<file path="config.mk">
export PLATFORM = sky130hd
export DESIGN_NAME = opa_panel_arb
export DESIGN_NICKNAME = d
export VERILOG_FILES = /design/src/opa_pkg.sv /design/src/opa_tmr_if.sv /design/src/opa_hold_timer.sv /design/src/opa_panel_arb.sv
export VERILOG_INCLUDE_DIRS = /design/src
export SDC_FILE = /design/constraint.sdc
export NUM_CORES = 1
export LEC_CHECK = 0
export CORE_ASPECT_RATIO = 1.4
export CORE_MARGIN = 10
export CORE_UTILIZATION = 45
export CTS_BUF_LIST = sky130_fd_sc_hd__clkbuf_2 sky130_fd_sc_hd__clkbuf_4 sky130_fd_sc_hd__clkbuf_8
export DETAILED_ROUTE_END_ITERATION = 7
export DONT_BUFFER_PORTS = 1
export PLACE_DENSITY = 0.68
export SLEW_MARGIN = 20
export SYNTH_ARGS = -nofsm -noshare
export SYNTH_HDL_FRONTEND = slang
export SYNTH_SLANG_ARGS = --single-unit
</file>
<file path="constraint.sdc">
create_clock -name pclk -period 16.8 [get_ports pclk]
set_clock_uncertainty 0.2 [all_clocks]
set_input_delay 2.52 -clock pclk [delete_from_list [all_inputs] [get_ports pclk]]
set_output_delay 2.52 -clock pclk [all_outputs]
set_load 0.03 [all_outputs]
</file>
<file path="src/opa_consts.svh">
`ifndef OPA_CONSTS_SVH
`define OPA_CONSTS_SVH

// ***************************************************
// Timing
// ***************************************************
`define OPA_CLK_HZ 125000000
`define OPA_LOSS_TIME_S 5
`define OPA_HOLD_TIME_S 3
`define OPA_LOSS_CYC (`OPA_LOSS_TIME_S * `OPA_CLK_HZ)
`define OPA_HOLD_CYC (`OPA_HOLD_TIME_S * `OPA_CLK_HZ)

// ***************************************************
// Register map and fields
// ***************************************************
`define OPA_OFF_CTRL 8'h00
`define OPA_OFF_TERMA 8'h04
`define OPA_OFF_TERMB 8'h08
`define OPA_OFF_VALUE 8'h0c
`define OPA_OFF_STAT 8'h10
`define OPA_CTRL_INIT_LSB 0
`define OPA_CTRL_CONN_LSB 8
`define OPA_CTRL_LOSS_LSB 16
`define OPA_CTRL_BATCH_BIT 20
`define OPA_CTRL_WLOCK_BIT 21
`define OPA_RST_INIT_SEL 8'h01
`define OPA_RST_CONN_SEL 8'h01

// ***************************************************
// Codes
// ***************************************************
`define OPA_FN_LOCK 8'h56
`define OPA_SEL_LAST 8'h00
`define OPA_MON_FIRST 8'h01
`define OPA_MON_LAST 8'h3c
`define OPA_SEL_MENU_BACK_KEY 8'hc9
`define OPA_SEL_MODE_B 8'hca
`define OPA_ACT_TRIP 3'h0
`define OPA_ACT_DECEL_TRIP 3'h1
`define OPA_ACT_IGNORE 3'h2
`define OPA_ACT_COAST 3'h3
`define OPA_ACT_DECEL 3'h4
`define OPA_DISPLAY_MAX 17'h1869f
`define OPA_MINUS 4'hf
`endif

</file>
<file path="src/opa_pkg.sv">
package opa_pkg;
  typedef enum logic [1:0] {
    src_last_set,
    src_monitor,
    src_first_function
  } opa_src_t;
  typedef enum logic [2:0] {
    ls_none,
    ls_trip,
    ls_decel_trip,
    ls_coast,
    ls_decel
  } opa_loss_t;
endpackage : opa_pkg

</file>
<file path="src/opa_tmr_if.sv">
`timescale 1ns/100ps
interface opa_tmr_if;
  logic run;
  logic clr;
  logic done;
  modport owner (output run, output clr, input done);
  modport timer (input run, input clr, output done);
endinterface : opa_tmr_if

</file>
<file path="src/opa_hold_timer.sv">
`timescale 1ns/100ps
`include "opa_consts.svh"
module opa_hold_timer #(
  parameter int unsigned CYCLES = `OPA_HOLD_CYC,
  parameter int WIDTH = 32
) (
  input wire logic pclk,
  input wire logic presetn,
  opa_tmr_if.timer tif
);
  import opa_pkg::*;

  if (CYCLES < 1 || WIDTH < 2 || WIDTH > 32 ||
      (WIDTH < 32 && CYCLES >= (64'h1 << WIDTH))) begin : g_chk
    $error("opa_hold_timer: CYCLES does not fit WIDTH");
  end

  logic [WIDTH-1:0] count_reg;
  logic [WIDTH-1:0] count_next;
  wire [WIDTH-1:0] limit_w = CYCLES[WIDTH-1:0];

  // Saturating count of cycles with run held and no restart
  assign tif.done = count_reg == limit_w;
  assign count_next = tif.clr ? '0 :
                      (tif.run && !tif.done) ? count_reg + 1'b1 :
                      count_reg;

  always_ff @(posedge pclk or negedge presetn) begin
    if (!presetn) begin
      count_reg <= '0;
    end else begin
      count_reg <= count_next;
    end
  end
endmodule : opa_hold_timer

</file>
<file path="src/opa_panel_arb.sv">
`timescale 1ns/100ps
`include "opa_consts.svh"
module opa_panel_arb #(
  parameter int ADDR_W = 8,
  parameter int N_TERM = 7,
  parameter int unsigned LOSS_CYCLES = `OPA_LOSS_CYC,
  parameter int unsigned HOLD_CYCLES = `OPA_HOLD_CYC
) (
  input wire logic pclk,
  input wire logic presetn,
  input wire logic [ADDR_W-1:0] paddr,
  input wire logic psel,
  input wire logic penable,
  input wire logic pwrite,
  input wire logic [31:0] pwdata,
  output logic [31:0] prdata,
  output logic pready,
  output logic pslverr,
  input wire logic [N_TERM-1:0] term_in,
  input wire logic key_set,
  input wire logic key_esc,
  input wire logic dial_cw,
  input wire logic dial_ccw,
  input wire logic rem_msg_valid,
  input wire logic confirm_key,
  input wire logic menu_back_key,
  input wire logic rem_up,
  input wire logic rem_down,
  input wire logic stop_done,
  input wire logic batch_rd_req,
  input wire logic batch_wr_req,
  output logic batch_rd_grant,
  output logic batch_rd_deny,
  output logic batch_wr_grant,
  output logic batch_wr_deny,
  output logic remote_connected,
  output logic local_control,
  output logic display_locked,
  output logic [7:0] display_item,
  output opa_pkg::opa_src_t display_source,
  output logic remote_mode_b,
  output logic [19:0] display_digits,
  output logic negative_led,
  output logic [15:0] remote_digits,
  output logic remote_loss_trip,
  output logic decel_stop,
  output logic coast_stop,
  output logic set_out,
  output logic esc_out,
  output logic cw_out,
  output logic ccw_out
);
  import opa_pkg::*;

  if (N_TERM < 1 || N_TERM > 8 || ADDR_W < 5) begin : g_chk
    $error("opa_panel_arb: unsupported N_TERM or ADDR_W");
  end

  // ***************************************************
  // APB decode
  // ***************************************************
  logic [7:0] init_sel_reg;
  logic [7:0] conn_sel_reg;
  logic [2:0] loss_sel_reg;
  logic batch_sel_reg;
  logic wlock_reg;
  logic [17:0] value_reg;
  logic [31:0] prdata_reg;
  logic connected_reg;
  logic esc_local_reg;
  logic esc_done_reg;
  opa_loss_t ls_reg;
  opa_loss_t ls_next;

  wire [7:0] addr_w = 8'(paddr);
  wire hit_ctrl = addr_w == `OPA_OFF_CTRL;
  wire hit_terma = addr_w == `OPA_OFF_TERMA;
  wire hit_termb = addr_w == `OPA_OFF_TERMB;
  wire hit_value = addr_w == `OPA_OFF_VALUE;
  wire hit_stat = addr_w == `OPA_OFF_STAT;
  wire hit_any = (hit_ctrl | hit_terma | hit_termb | hit_value |
                  hit_stat) && (paddr == ADDR_W'(addr_w));
  wire setup_w = psel & ~penable;
  wire access_w = psel & penable;
  wire wr_w = access_w & pwrite & hit_any;

  assign pready = access_w;
  assign pslverr = access_w & ~hit_any;
  assign prdata = prdata_reg;

  // ***************************************************
  // Control register
  // ***************************************************
  wire [7:0] w_init = pwdata[`OPA_CTRL_INIT_LSB +: 8];
  wire [7:0] w_conn = pwdata[`OPA_CTRL_CONN_LSB +: 8];
  wire [2:0] w_loss = pwdata[`OPA_CTRL_LOSS_LSB +: 3];
  wire init_ok = w_init <= `OPA_MON_LAST || w_init == `OPA_SEL_MENU_BACK_KEY ||
                 w_init == `OPA_SEL_MODE_B;
  wire conn_ok = w_conn >= `OPA_MON_FIRST && w_conn <= `OPA_MON_LAST;
  wire loss_ok = w_loss <= `OPA_ACT_DECEL;
  wire wr_ctrl = wr_w & hit_ctrl;
  wire [7:0] init_sel_next = (wr_ctrl & init_ok) ? w_init : init_sel_reg;
  wire [7:0] conn_sel_next = (wr_ctrl & conn_ok) ? w_conn : conn_sel_reg;
  wire [2:0] loss_sel_next = (wr_ctrl & loss_ok) ? w_loss : loss_sel_reg;
  wire batch_sel_next = wr_ctrl ? pwdata[`OPA_CTRL_BATCH_BIT] :
                        batch_sel_reg;
  wire wlock_next = wr_ctrl ? pwdata[`OPA_CTRL_WLOCK_BIT] : wlock_reg;
  wire [17:0] value_next = (wr_w & hit_value) ? pwdata[17:0] : value_reg;

  always_ff @(posedge pclk or negedge presetn) begin
    if (!presetn) begin
      init_sel_reg <= `OPA_RST_INIT_SEL;
      conn_sel_reg <= `OPA_RST_CONN_SEL;
      loss_sel_reg <= `OPA_ACT_TRIP;
      batch_sel_reg <= 1'b0;
      wlock_reg <= 1'b0;
      value_reg <= '0;
    end else begin
      init_sel_reg <= init_sel_next;
      conn_sel_reg <= conn_sel_next;
      loss_sel_reg <= loss_sel_next;
      batch_sel_reg <= batch_sel_next;
      wlock_reg <= wlock_next;
      value_reg <= value_next;
    end
  end

  // ***************************************************
  // Terminal functions and display lock
  // ***************************************************
  logic [63:0] term_flat;
  logic [N_TERM-1:0] lock_hit;

  for (genvar i = 0; i < 8; i++) begin : g_term
    if (i < N_TERM) begin : g_used
      logic [7:0] fn_reg;
      wire hit_w = (i < 4) ? hit_terma : hit_termb;
      wire [7:0] fn_next = (wr_w & hit_w) ? pwdata[(i%4)*8 +: 8] : fn_reg;
      always_ff @(posedge pclk or negedge presetn) begin
        if (!presetn) begin
          fn_reg <= 8'h00;
        end else begin
          fn_reg <= fn_next;
        end
      end
      assign term_flat[i*8 +: 8] = fn_reg;
      assign lock_hit[i] = term_in[i] & (fn_reg == `OPA_FN_LOCK);
    end else begin : g_unused
      assign term_flat[i*8 +: 8] = 8'h00;
    end
  end

  wire display_lock_input = |lock_hit;

  // ***************************************************
  // Link timers
  // ***************************************************
  opa_tmr_if loss_if ();
  opa_tmr_if hold_if ();

  assign loss_if.run = connected_reg;
  assign loss_if.clr = rem_msg_valid | ~connected_reg;
  assign hold_if.run = connected_reg & key_esc;
  assign hold_if.clr = ~key_esc | ~connected_reg;

  opa_hold_timer #(.CYCLES(LOSS_CYCLES + 1), .WIDTH(32)) u_loss (
    .pclk(pclk),
    .presetn(presetn),
    .tif(loss_if.timer)
  );

  opa_hold_timer #(.CYCLES(HOLD_CYCLES), .WIDTH(32)) u_hold (
    .pclk(pclk),
    .presetn(presetn),
    .tif(hold_if.timer)
  );

  // ***************************************************
  // Connection, ownership and loss action
  // ***************************************************
  wire lose_w = connected_reg & loss_if.done & ~rem_msg_valid;
  wire connected_next = rem_msg_valid | (connected_reg & ~lose_w);
  wire hold_rise = hold_if.done & ~esc_done_reg;
  wire esc_local_next = ~connected_next ? 1'b0 :
                        hold_rise ? ~esc_local_reg : esc_local_reg;
  wire remote_owns = connected_reg & ~esc_local_reg;

  always_comb begin
    ls_next = ls_reg;
    if (rem_msg_valid) begin
      ls_next = ls_none;
    end else if (lose_w) begin
      unique case (loss_sel_reg)
        `OPA_ACT_TRIP: ls_next = ls_trip;
        `OPA_ACT_DECEL_TRIP: ls_next = ls_decel_trip;
        `OPA_ACT_COAST: ls_next = ls_coast;
        `OPA_ACT_DECEL: ls_next = ls_decel;
        default: ls_next = ls_none;
      endcase
    end else if (ls_reg == ls_decel_trip && stop_done) begin
      ls_next = ls_trip;
    end
  end

  always_ff @(posedge pclk or negedge presetn) begin
    if (!presetn) begin
      connected_reg <= 1'b0;
      esc_local_reg <= 1'b0;
      esc_done_reg <= 1'b0;
      ls_reg <= ls_none;
    end else begin
      connected_reg <= connected_next;
      esc_local_reg <= esc_local_next;
      esc_done_reg <= hold_if.done;
      ls_reg <= ls_next;
    end
  end

  assign remote_connected = connected_reg;
  assign local_control = ~remote_owns;
  assign remote_loss_trip = ls_reg == ls_trip;
  assign decel_stop = ls_reg == ls_decel_trip || ls_reg == ls_decel;
  assign coast_stop = ls_reg == ls_coast;

  // ***************************************************
  // Key routing and batch gating
  // ***************************************************
  wire set_next = remote_owns ? confirm_key : key_set;
  wire esc_next = remote_owns ? menu_back_key : key_esc;
  wire cw_next = remote_owns ? rem_up : dial_cw;
  wire ccw_next = remote_owns ? rem_down : dial_ccw;
  wire rd_ok = connected_reg & ~batch_sel_reg;
  wire wr_ok = rd_ok & ~wlock_reg;

  always_ff @(posedge pclk or negedge presetn) begin
    if (!presetn) begin
      set_out <= 1'b0;
      esc_out <= 1'b0;
      cw_out <= 1'b0;
      ccw_out <= 1'b0;
      batch_rd_grant <= 1'b0;
      batch_rd_deny <= 1'b0;
      batch_wr_grant <= 1'b0;
      batch_wr_deny <= 1'b0;
    end else begin
      set_out <= set_next;
      esc_out <= esc_next;
      cw_out <= cw_next;
      ccw_out <= ccw_next;
      batch_rd_grant <= batch_rd_req & rd_ok;
      batch_rd_deny <= batch_rd_req & ~rd_ok;
      batch_wr_grant <= batch_wr_req & wr_ok;
      batch_wr_deny <= batch_wr_req & ~wr_ok;
    end
  end

  // ***************************************************
  // Display selection and digits
  // ***************************************************
  function automatic logic [19:0] to_bcd(input logic [16:0] bin);
    logic [19:0] bcd;
    bcd = '0;
    for (int i = 16; i >= 0; i--) begin
      for (int d = 0; d < 5; d++) begin
        if (bcd[d*4 +: 4] > 4'h4) begin
          bcd[d*4 +: 4] = bcd[d*4 +: 4] + 4'h3;
        end
      end
      bcd = {bcd[18:0], bin[i]};
    end
    return bcd;
  endfunction : to_bcd

  wire use_conn = connected_reg & ~esc_local_reg & ~display_lock_input;
  wire [7:0] sel_w = use_conn ? conn_sel_reg : init_sel_reg;
  wire sel_mon = sel_w >= `OPA_MON_FIRST && sel_w <= `OPA_MON_LAST;
  wire opa_src_t src_next = sel_mon ? src_monitor :
                            (sel_w == `OPA_SEL_MENU_BACK_KEY) ? src_first_function :
                            src_last_set;
  wire [17:0] mag_w = value_reg[17] ? 18'(-value_reg) : value_reg;
  wire [16:0] sat_w = (mag_w > 18'(`OPA_DISPLAY_MAX)) ? `OPA_DISPLAY_MAX :
                      mag_w[16:0];
  wire [19:0] bcd_w = to_bcd(sat_w);
  wire [15:0] rem_next = value_reg[17] ? {`OPA_MINUS, bcd_w[11:0]} :
                         bcd_w[15:0];

  always_ff @(posedge pclk or negedge presetn) begin
    if (!presetn) begin
      display_item <= `OPA_RST_INIT_SEL;
      display_source <= src_monitor;
      display_locked <= 1'b0;
      remote_mode_b <= 1'b0;
      display_digits <= '0;
      negative_led <= 1'b0;
      remote_digits <= '0;
    end else begin
      display_item <= sel_w;
      display_source <= src_next;
      display_locked <= display_lock_input;
      remote_mode_b <= init_sel_reg == `OPA_SEL_MODE_B;
      display_digits <= bcd_w;
      negative_led <= value_reg[17];
      remote_digits <= rem_next;
    end
  end

  // ***************************************************
  // Read data
  // ***************************************************
  wire [31:0] ctrl_rd = {10'h000, wlock_reg, batch_sel_reg, 1'b0,
                         loss_sel_reg, conn_sel_reg, init_sel_reg};
  wire [31:0] stat_rd = {16'h0000, display_item, 1'b0, 3'(ls_reg),
                         display_lock_input, ls_reg != ls_none,
                         ~remote_owns, connected_reg};
  wire [31:0] rd_w = hit_ctrl ? ctrl_rd :
                     hit_terma ? term_flat[31:0] :
                     hit_termb ? term_flat[63:32] :
                     hit_value ? {{14{value_reg[17]}}, value_reg} :
                     hit_stat ? stat_rd : 32'h0000_0000;

  always_ff @(posedge pclk or negedge presetn) begin
    if (!presetn) begin
      prdata_reg <= '0;
    end else if (setup_w) begin
      prdata_reg <= (hit_any && !pwrite) ? rd_w : 32'h0000_0000;
    end
  end
endmodule : opa_panel_arb

</file>
* Word level (Yosys, flattened, before mapping)
Index checks and enable logic that the tools add are counted.
** Operators by class
- Add/sub/neg operators :: 43
- Order comparisons :: 47
- Equality and inequality tests :: 25
- Multiplexer cells :: 66
- Bitwise logic cells :: 53
- Reductions and logical operators :: 19
** Operators with widths (number)
- $mux 32 :: 9
- $mux 4 :: 38
- $gt 4x3->1 const B :: 35
- $add 4x2->4 const B :: 34
- $add 32x1->32 const B :: 2
- $eq 8x7->1 const B :: 7
- $and 1x1->1 :: 32
- $eq 32x29->1 const B :: 1
- $eq 32x30->1 const B :: 1
- $eq 8x8->1 const B :: 4
- $mux 16 :: 2
- $le 8x6->1 const B :: 3
- $gt 18x17->1 const B :: 1
- $mux 18 :: 1
- $neg 18->18 :: 1
- $mux 17 :: 1
- $add 3x2->4 const B :: 4
- $eq 8x4->1 const B :: 2
- $ge 8x1->1 const B :: 2
- $gt 3x3->1 const B :: 5
- $mux 3 :: 5
- $not 1->1 :: 14
- $pmux 3 s4 :: 1
- $eq 3x2->1 const B :: 3
- 19 further kinds :: 45
** Word-level totals
- Register bits after elaboration :: 254
- Logic and storage cells :: 288

* Depth between registers and ports, before layout
Gate-level depths: netlist of run 1.
- Depth in word-level cells :: 33
- Depth in mapped cells :: 77
- Mapped depth without buffers :: 69

* Modules after synthesis
From an unflattened synthesis of run 1, not the netlist that was laid out.
** Unflattened totals
- Cells, all modules :: 2107
- Area total of the unflattened synthesis :: 19015.7 µm²
** By module, submodules not included
- opa_panel_arb :: instances 1, cells each 1739, area an instance 15547.4 µm²
- opa_hold_timer (u_hold) :: instances 1, cells each 188, area an instance 1739.2 µm²
- opa_hold_timer (u_loss) :: instances 1, cells each 180, area an instance 1729.2 µm²

* Least setup slack after synthesis of run 1
OpenSTA, ideal clock, no wires.
- Path type :: register to register
- Start :: register value_reg[9]
- End :: register remote_digits[9]
- Data arrival time :: 14.319 ns
- Setup slack :: 2.143 ns
- Stages on the path, launching flop included :: 72
- Buffers on the path :: 8
- Period minus slack after synthesis :: 14.657 ns
- Cell sequence :: dfrtp_1 buf_6 or4_4 or4_4 o31ai_4 o2111ai_2 ha_1 inv_1 ha_1 clkbuf_1 o21ai_0 a211oi_1 nor3_1 or4_1 a31o_1 o21ai_2 inv_2 ha_1 (+36 left out) ha_1 or2_2 nor2b_1 nand2_1 a211oi_1 nor4b_2 nand3_1 xnor2_1 ha_1 nand2b_1 mux2i_1 inv_1 ha_1 nor2_1 mux2i_1 ha_1 o311a_1 xor2_1
** Between the ends
- Word-level cells in the longest chain between the ends :: 33
- Elaborated cells between the ends (all ways) :: 95
- Classes of those cells :: add/sub (31); order compare (31); mux (33)
** Ends and longest elaborated chain
- start, declared :: RTL line opa_panel_arb.sv:67 : logic [17:0] value_reg;
- start signal, assigned :: RTL line opa_panel_arb.sv:124 : value_reg <= value_next;
- $neg 18->18 :: RTL line opa_panel_arb.sv:280 : wire [17:0] mag_w = value_reg[17] ? 18'(-value_reg) : value_reg;
- $mux 18 * :: RTL line opa_panel_arb.sv:280
- $gt 18x17->1 :: RTL line opa_panel_arb.sv:281 : wire [16:0] sat_w = (mag_w > 18'(`OPA_DISPLAY_MAX)) ? `OPA_DISPLAY_MAX :
- $mux 17 * :: RTL line opa_panel_arb.sv:281
- $add 3x2->4 or $gt 3x3->1 (tied branches) :: RTL line opa_panel_arb.sv:266, opa_panel_arb.sv:265
- $mux 4 :: RTL line opa_panel_arb.sv:265 : if (bcd[d*4 +: 4] > 4'h4) begin
- $add 4x2->4 or $gt 4x3->1 (tied branches) :: RTL line opa_panel_arb.sv:266, opa_panel_arb.sv:265
- $mux 4 :: RTL line opa_panel_arb.sv:265
- (+18 left out)
- $add 4x2->4 or $gt 4x3->1 (tied branches) :: RTL line opa_panel_arb.sv:266, opa_panel_arb.sv:265
- $mux 4 :: RTL line opa_panel_arb.sv:265
- $add 4x2->4 or $gt 4x3->1 (tied branches) :: RTL line opa_panel_arb.sv:266, opa_panel_arb.sv:265
- $mux 4 :: RTL line opa_panel_arb.sv:265
- $add 4x2->4 or $gt 4x3->1 (tied branches) :: RTL line opa_panel_arb.sv:266, opa_panel_arb.sv:265
- $mux 4 * :: RTL line opa_panel_arb.sv:265
- named net bcd_w[9] :: RTL line opa_panel_arb.sv:283 : wire [19:0] bcd_w = to_bcd(sat_w);
- $mux 16 * :: RTL line opa_panel_arb.sv:284 : wire [15:0] rem_next = value_reg[17] ? {`OPA_MINUS, bcd_w[11:0]} :
- end signal, assigned :: RTL line opa_panel_arb.sv:303 : remote_digits <= rem_next;
- end, declared :: RTL line opa_panel_arb.sv:44 : output logic [15:0] remote_digits,
The timed path passes the listed nets; every way through them passes the cells marked *.
A chain may end at the register's enable or synchronous reset.

* Worst setup path after layout of run 1
- Start :: register value_reg[9]
- End :: register remote_digits[6]
** Between the ends
- Word-level cells in the longest chain between the ends :: 33
- Elaborated cells between the ends (all ways) :: 77
- Classes of those cells :: add/sub (25); order compare (25); mux (27)
** Ends and longest elaborated chain (RTL line)
- $neg 18->18 :: opa_panel_arb.sv:280
- $mux 18 * :: opa_panel_arb.sv:280
- $gt 18x17->1 :: opa_panel_arb.sv:281
- $mux 17 * :: opa_panel_arb.sv:281
- $add 3x2->4 or $gt 3x3->1 (tied branches) :: opa_panel_arb.sv:266, opa_panel_arb.sv:265
- $mux 4 :: opa_panel_arb.sv:265
- $add 4x2->4 or $gt 4x3->1 (tied branches) :: opa_panel_arb.sv:266, opa_panel_arb.sv:265
- $mux 4 :: opa_panel_arb.sv:265
- (+18 left out)
- $add 4x2->4 or $gt 4x3->1 (tied branches) :: opa_panel_arb.sv:266, opa_panel_arb.sv:265
- $mux 4 :: opa_panel_arb.sv:265
- $add 4x2->4 or $gt 4x3->1 (tied branches) :: opa_panel_arb.sv:266, opa_panel_arb.sv:265
- $mux 4 :: opa_panel_arb.sv:265
- $add 4x2->4 or $gt 4x3->1 (tied branches) :: opa_panel_arb.sv:266, opa_panel_arb.sv:265
- $mux 4 * :: opa_panel_arb.sv:265
- named net bcd_w[6] :: opa_panel_arb.sv:283
- $mux 16 * :: opa_panel_arb.sv:284
Marks and branches as above.

==> results_tabular.tex, run 1 <==
\begin{tabular}{lr}
\hline
Metric & Value \\
\hline
\multicolumn{2}{l}{\textbf{Run status}} \\
Result of the run & complete, no violations \\
\multicolumn{2}{l}{\textbf{Setup path}} \\
Arrival time reported for the critical path endpoint & 15930 ps \\
Category of the worst setup path capture point & register \\
Critical path type & reg2reg \\
Crit-path leading delay family & compound AO/OA/AOI/OAI gates \\
Slowest stage delay, CP & 580 ps \\
Crit path launch type & register \\
Cell repeated most along the worst path & ha\_1 \\
Worst path slowest cell & or4\_4 \\
Largest driver fanout on the critical path & 14 \\
Required time at the worst-slack endpoint & 17080 ps \\
Buf+Inv Stages, Crit Path & 4 \\
\multicolumn{2}{l}{\textbf{Drt}} \\
Drt first pass iters & 7 \\
Number of vias per cell after detailed routing & 6.32 \\
DRT iter0 DRCs & 1134 \\
Total length of routed wires & 48500 µm \\
Remaining antenna violation count & 0 \\
Number of vias after detailed routing & 14.9k \\
DRC Markers & 0 \\
Wirelength per Cell & 20.6 µm \\
\multicolumn{2}{l}{\textbf{Finish}} \\
Diode count & 0 \\
Largest register FFs & 56 \\
Layout overhead on the synthesized area & 6.50\% \\
Sequential cell area in the final layout & 0.00606 mm² \\
Final Net Count & 1951 \\
Multi-input gate area in the final layout & 0.0106 mm² \\
Filler cell count in the final layout & 3611 \\
Share of cells above drive strength 1 & 0.159 \\
\multicolumn{2}{l}{\textbf{Global route}} \\
First-pass GRT wire length & 77200 µm \\
Pin count of the biggest net entering global routing & 243 \\
Number of global-route vias before repair & 14.7k \\
Combined global-route utilization of all metal layers & 0.200 \\
Total global routing overflow & 0 \\
Antenna violations before repair & 1 \\
\multicolumn{2}{l}{\textbf{Floorplanning}} \\
Y dimension of the die & 252 µm \\
Die area & 0.0469 mm² \\
I/O pin count & 160 \\
Starting density of the core & 0.453 \\
Die extent in x & 186 µm \\
Num rows & 85 \\
Core area & 0.0383 mm² \\
\multicolumn{2}{l}{\textbf{CTS}} \\
Clock root buffer master & clkbuf\_8 \\
Number of buffers created by CTS & 36 \\
Deepest level of the CTS H-tree & 2 \\
Clock insertion delay at the later pin of the skew report & 560 ps \\
CTS tree & built \\
Number of buffers between clock root and the deepest sink & 3 \\
Clock Sink Count & 242 \\
Hold-fix buffer count after cts & 0 \\
Setup fix buffers added after clock tree synthesis & 0 \\
Clock transition at the registers of the reported paths & 70 ps \\
\multicolumn{2}{l}{\textbf{Logic synthesis}} \\
Area fraction of the dominant cell type after synthesis & 0.344 \\
Register bit count reported by yosys & 242 \\
Synth Area per Inst & 9.06 µm² \\
Proportion of register bits with asynchronous set or reset after synthesis & 1.00 \\
Most frequently used flop master after synthesis & dfrtp\_1 \\
Proportion of synthesized chip area in sequential cells & 0.350 \\
Number of enable flip-flop cells after synthesis & 0 \\
Synthesized instance count & 1912 \\
Cell type with the largest total area after synthesis & dfrtp\_1 \\
Post-Syn Nets & 2012 \\
Ranking of synthesized cells by area & dfrtp\_1, mux2\_2, nor2\_1, nand2\_1, xor2\_1 \\
Warnings from Yosys & 0 \\
Post-synthesis instance area & 0.0173 mm² \\
Number of library cell types mapped by synthesis & 120 \\
\multicolumn{2}{l}{\textbf{Timing}} \\
Fin crit period & 15660 ps \\
Slew Limit Headroom & 0.228 \\
Fraction of the cycle the final worst path needs & 0.932 \\
Worst-margin pin slew & 1150 ps \\
Achievable clock frequency & 0.0639 GHz \\
Max-slew violation total from the final report & 0 \\
Fin. Hold Viols & 0 \\
Smallest hold slack & 308 ps \\
Final count of negative-setup-slack endpoints & 0 \\
\multicolumn{2}{l}{\textbf{Place}} \\
Total half-perimeter wirelength after legalization and detailed placement & 36200 µm \\
RePlAce Congestion & 0.951 \\
IO buf count & 0 \\
\multicolumn{2}{l}{\textbf{Power}} \\
Largest voltage drop on the vdd net & 174 µV \\
Power per cell area & 168 mW/mm² \\
Static Leak & 7.87 nW \\
Total design power & 3.10 mW \\
\multicolumn{2}{l}{\textbf{Hold path}} \\
Worst min path class & reg2reg \\
\multicolumn{2}{l}{\textbf{Job}} \\
Number of max-capacitance violations reported & 0 \\
\hline
\end{tabular}
-- routing by layer --
layer,track usage,share of wire
met4,0.0840,0.035
met2,0.364,0.52
met1,0.217,0.38
met5,0,0.00027
met3,0.0443,0.065
-- placed cells by master, fill, tap and decap left out, drive strengths merged, types with 24 or more instances in the layout --
master	Yosys	layout
inv	49	49
xor2	58	58
dfrtp	238	238
a211oi	26	26
nand2b	24	24
nor2	181	181
xnor2	35	35
nor3	47	47
nand2	156	156
mux2i	40	40
nand3	74	74
mux2	123	123
and3	28	28
ha	36	36
nand4	38	38
clkbuf	66	49
o21ai	117	117
nor4	33	33
a21oi	86	86
-- timing repair --
| item | 4_1_cts | 5_1_grt |
|---|---|---|
| endpoints found under the hold margin | 0 | 0 |
| gates resized for setup | 0 | 10 |
| endpoints found under the setup margin | 0 | 13 |
-- layout make-up --
| cell class | instances | area share |
|---|---|---|
| Clock inverter | 14 | 0.0136 |
| Clock buffer | 49 | 0.0352 |
| Multi-Input combinational cell | 1509 | 0.575 |
| Tap cell | 478 | 0.0324 |
| Timing Repair Buffer | 13 | 0.00529 |
| Inverter | 49 | 0.00997 |
| Sequential cell | 242 | 0.328 |
-- stage by stage --
stage | util | std cells | setup WS, ps | instance area [µm²] | setup TNS (ps)
floorplan | - | 1912 | 2140 | 17300 | 0
global placement | 0.457 | 2291 | 1330 | 17500 | 0
detailed placement | 0.457 | 2291 | 656 | 17500 | 0
CTS | 0.481 | 2354 | 649 | 18400 | 0
global route | 0.482 | 2354 | -1.62 | 18500 | -1.62
finish | 0.482 | 2354 | 1140 | 18500 | 0
-- final timing paths --
check	startpoint	end	slack [ps]	cells after the start
worst max-delay path	value_reg[9]	remote_digits[6]	1140	63
worst min-delay path	wlock_reg	batch_wr_grant	310	1
worst max register to register	value_reg[9]	remote_digits[6]	1140	63
worst min register to register	wlock_reg	batch_wr_grant	310	1
max in group asynchronous	presetn	display_item[0]	14490	0
min in group asynchronous	presetn	cw_out	1460	0
-- Yosys cell counts (14+ instances only) --
master,n
mux2i_1,39
a222oi_1,15
o21a_1,14
a22o_1,17
nand2b_1,23
xor2_1,58
buf_4,16
and2_1,22
o21ai_0,98
nor2b_1,17
xnor2_1,34
clkbuf_1,66
inv_1,46
nor4_1,29
ha_1,36
nand4_1,38
nor2_1,179
nand3_1,73
o211ai_1,20
a31oi_1,14
nand2_1,153
nor3b_1,15
a21oi_1,81
o21ai_1,16
a211oi_1,24
a21o_1,19
and3_1,28
or3_1,17
nor3_1,45
dfrtp_1,238
mux2_2,123
-- cells by family (layout without fill, tap and decap cells) --
family          count (synthesis)  after routing  share of synthesized area
simple gates                  728            728                      0.222
compound gates                488            488                      0.208
flops                         242            242                      0.350
mux                           164            164                      0.105
buf+inv                       161            125                     0.0419
xor+xnor                       93             93                     0.0474
fa+ha+maj                      36             36                     0.0260
-- worst reg2reg max path, delay by kind of cell, from the launching register on --
kind | cells | cell delay, ps
AND/OR/NAND/NOR | 22 | 4900
XOR/XNOR | 3 | 610
AO/OA/AOI/OAI | 21 | 4980
adder cells (fa/ha/maj) | 10 | 3060
buffers and inverters | 4 | 390
flip-flops | 1 | 480
multiplexers | 3 | 930
-- power by group --
group,internal (mW),switching [mW]
Sequential,0.636,0.102
Clock,0.360,0.240
Combinational,0.731,1.03
Total,1.73,1.37
Note: power is estimated with default switching activity, not from simulation.
==> run 2: changes to the inputs <==
- clock period: 16.8 -> 14.6 ns (I/O delays scaled with it)
==> run 2 against run 1 <==
Against the previous run:
- maximum frequency grew 12%
- core utilization grew 1.0 points
- register-to-register slack lost 510 ps
- wire length grew 2.4%
- total power grew 16%
- largest power group unchanged
- highest routed layer unchanged
==> results_tabular.tex, run 2 (synthesis gave the netlist of run 1 again) <==
\begin{tabular}{lr}
\hline
Metric & Value \\
\hline
\multicolumn{2}{l}{\textbf{Finish}} \\
Post-layout utilization of the core & 0.492 (was 0.482) \\
Share of cells above drive strength 1 & 0.190 (was 0.159) \\
Diode count & 0 (unchanged) \\
Commonest non-fill, non-tap cell in the layout & dfrtp\_1 (unchanged) \\
Layout overhead on the synthesized area & 8.74\% (was 6.50\%) \\
Final Net Count & 1987 (was 1951) \\
Final Cell Area & 0.0188 mm² (was 0.0185 mm²) \\
Commonest cells after routing, fill and taps aside & dfrtp\_1, nor2\_1, nand2\_1 (unchanged) \\
Largest register FFs & 56 (unchanged) \\
\multicolumn{2}{l}{\textbf{CTS}} \\
Clock insertion delay at the later pin of the skew report & 560 ps (about the same) \\
Number of buffers created by CTS & 38 (was 36) \\
CTS tree & built (unchanged) \\
Hold-fix buffer count after cts & 0 (unchanged) \\
Number of buffers between clock root and the deepest sink & 3 (unchanged) \\
Clock transition at the registers of the reported paths & 70 ps (about the same) \\
Deepest level of the CTS H-tree & 2 (unchanged) \\
Clock root buffer master & clkbuf\_8 (unchanged) \\
Clock Sink Count & 242 (unchanged) \\
\multicolumn{2}{l}{\textbf{Setup path}} \\
Last element of the critical path & remote\_digits[6] (unchanged) \\
Beginning of the critical path & value\_reg[11] (was value\_reg[9]) \\
Reg2reg start & value\_reg[11] (was value\_reg[9]) \\
Arrival time reported for the critical path endpoint & 14230 ps (was 15930 ps) \\
Buf+Inv Stages, Crit Path & 7 (was 4) \\
Cell repeated most along the worst path & inv\_1 (was ha\_1) \\
Crit-path leading delay family & simple AND/OR/NAND/NOR gates (was compound AO/OA/AOI/OAI gates) \\
Worst path slowest cell & or4\_4 (unchanged) \\
Cell depth of the worst setup path & 68 (was 63) \\
Required time at the worst-slack endpoint & 14870 ps (was 17080 ps) \\
Critical R2R Capture & remote\_digits[6] (unchanged) \\
Critical path type & reg2reg (unchanged) \\
Slowest stage delay, CP & 600 ps (was 580 ps) \\
Reg2reg setup slack & 640 ps (was 1140 ps) \\
Category of the worst setup path capture point & register (unchanged) \\
Largest driver fanout on the critical path & 10 (was 14) \\
Reg2reg path depth & 68 (was 63) \\
Crit path launch type & register (unchanged) \\
\multicolumn{2}{l}{\textbf{Place}} \\
Total half-perimeter wirelength after legalization and detailed placement & 36700 µm (was 36200 µm) \\
Placed cell area & 0.0176 mm² (was 0.0175 mm²) \\
RePlAce Congestion & 0.941 (was 0.951) \\
IO buf count & 0 (unchanged) \\
\multicolumn{2}{l}{\textbf{Timing}} \\
Max-slew violation total from the final report & 0 (unchanged) \\
Total negative slack & 0 ps (unchanged) \\
Fraction of the cycle the final worst path needs & 0.956 (was 0.932) \\
Fin. Hold Viols & 0 (unchanged) \\
Fin crit period & 13960 ps (was 15660 ps) \\
Achievable clock frequency & 0.0716 GHz (was 0.0639 GHz) \\
Final count of negative-setup-slack endpoints & 0 (unchanged) \\
Worst-margin pin slew & 1190 ps (was 1150 ps) \\
Smallest hold slack & 283 ps (was 308 ps) \\
Slew Limit Headroom & 0.200 (was 0.228) \\
\multicolumn{2}{l}{\textbf{Drt}} \\
DRT iter0 DRCs & 1329 (was 1134) \\
Number of vias per cell after detailed routing & 6.34 (was 6.32) \\
Total length of routed wires & 49600 µm (was 48500 µm) \\
Number of vias after detailed routing & 15.2k (was 14.9k) \\
Remaining antenna violation count & 0 (unchanged) \\
DRC Markers & 0 (unchanged) \\
Drt first pass iters & 7 (unchanged) \\
Wirelength per Cell & 20.7 µm (was 20.6 µm) \\
\multicolumn{2}{l}{\textbf{Global route}} \\
Combined global-route utilization of all metal layers & 0.205 (was 0.200) \\
Total global routing overflow & 0 (unchanged) \\
First-pass GRT wire length & 78800 µm (was 77200 µm) \\
Pin count of the biggest net entering global routing & 243 (unchanged) \\
Number of global-route vias before repair & 14.8k (was 14.7k) \\
Antenna violations before repair & 1 (unchanged) \\
\multicolumn{2}{l}{\textbf{Power}} \\
Static Leak & 8.07 nW (was 7.87 nW) \\
Largest voltage drop on the vdd net & 167 µV (was 174 µV) \\
Power per cell area & 191 mW/mm² (was 168 mW/mm²) \\
\multicolumn{2}{l}{\textbf{Floorplanning}} \\
Die extent in x & 186 µm (unchanged) \\
Y dimension of the die & 252 µm (unchanged) \\
Starting density of the core & 0.453 (unchanged) \\
Die area & 0.0469 mm² (unchanged) \\
I/O pin count & 160 (unchanged) \\
Core area & 0.0383 mm² (unchanged) \\
Num rows & 85 (unchanged) \\
\multicolumn{2}{l}{\textbf{Hold path}} \\
Worst min path class & reg2reg (unchanged) \\
\multicolumn{2}{l}{\textbf{Run status}} \\
Result of the run & complete, no violations (unchanged) \\
\multicolumn{2}{l}{\textbf{Job}} \\
Number of max-capacitance violations reported & 0 (unchanged) \\
\hline
\end{tabular}
==> run 2: cell types whose count changed in the layout (fill, tap and decap cells not counted), sizes merged <==
cell,delta
buf,+33
clkinv,-2
clkbuf,+10
bufinv,-6
dlymetal6s2s,+1
inv,+2
==> run 2: worst min-delay path by stage <==
stage / cells after the start / startpoint / slack (ps) / to
finish: 1 / wlock_reg / 280 / batch_wr_grant
global route: 1 / wlock_reg / 320 / batch_wr_grant
CTS: 1 / wlock_reg / 270 / batch_wr_grant
detailed placement: 1 / wlock_reg / 290 / batch_wr_grant
global placement: 1 / wlock_reg / 290 / batch_wr_grant
floorplan: 0 / value_reg[17] / 150 / negative_led
==> run 2: stage by stage <==
stage / power, mW / setup slack, ps / cells
after floorplan: 2.51 / 50.9 / 1912
after global placement: 2.75 / 207 / 2306
after detailed placement: 2.85 / -391 / 2306
after CTS: 3.48 / 3.29 / 2373
after global routing: 3.88 / -197 / 2392
final: 3.60 / 637 / 2392
==> run 2: where the power goes <==
part	internal (mW)	switching [mW]
clock	0.344	0.272
sequential	0.733	0.114
combinational	0.913	1.22
==> run 2: worst reg2reg max path: cells and delay by family (launching register included) <==
| kind | cells | cell delay, ps |
|---|---|---|
| AOI/OAI and AO/OA | 20 | 3620 |
| xor gates and xnor gates | 4 | 830 |
| adders and majority gates | 11 | 2600 |
| buffers and inverters | 7 | 710 |
| DFF | 1 | 440 |
| muxes | 3 | 490 |
| and+or+nand+nor | 23 | 5020 |
==> run 2: what timing repair did <==
| action | CTS | global route |
|---|---|---|
| setup endpoints to repair | 13 | 20 |
| resized for setup | 5 | 48 |
| pin swaps | 0 | 16 |
| buffers inserted | 0 | 18 |
==> run 2: metal layers <==
metal	vias to the layer above	wire length, µm	track usage
met3	117	3310	0.0443
li1	7064	-	-
met5	-	19	0
met2	544	25800	0.374
met1	7443	18400	0.222
met4	2	2000	0.0868
==> run 2: area by class of cell <==
cell class                      instances  area [µm²]
Fill cell                            3575       19400
Tap cell                              478         598
Clock inverter                          8        81.3
Multi-Input combinational cell       1509       10800
Inverter                               49         184
Sequential cell                       242        6060
Clock buffer                           59         743
Timing Repair Buffer                   47         365
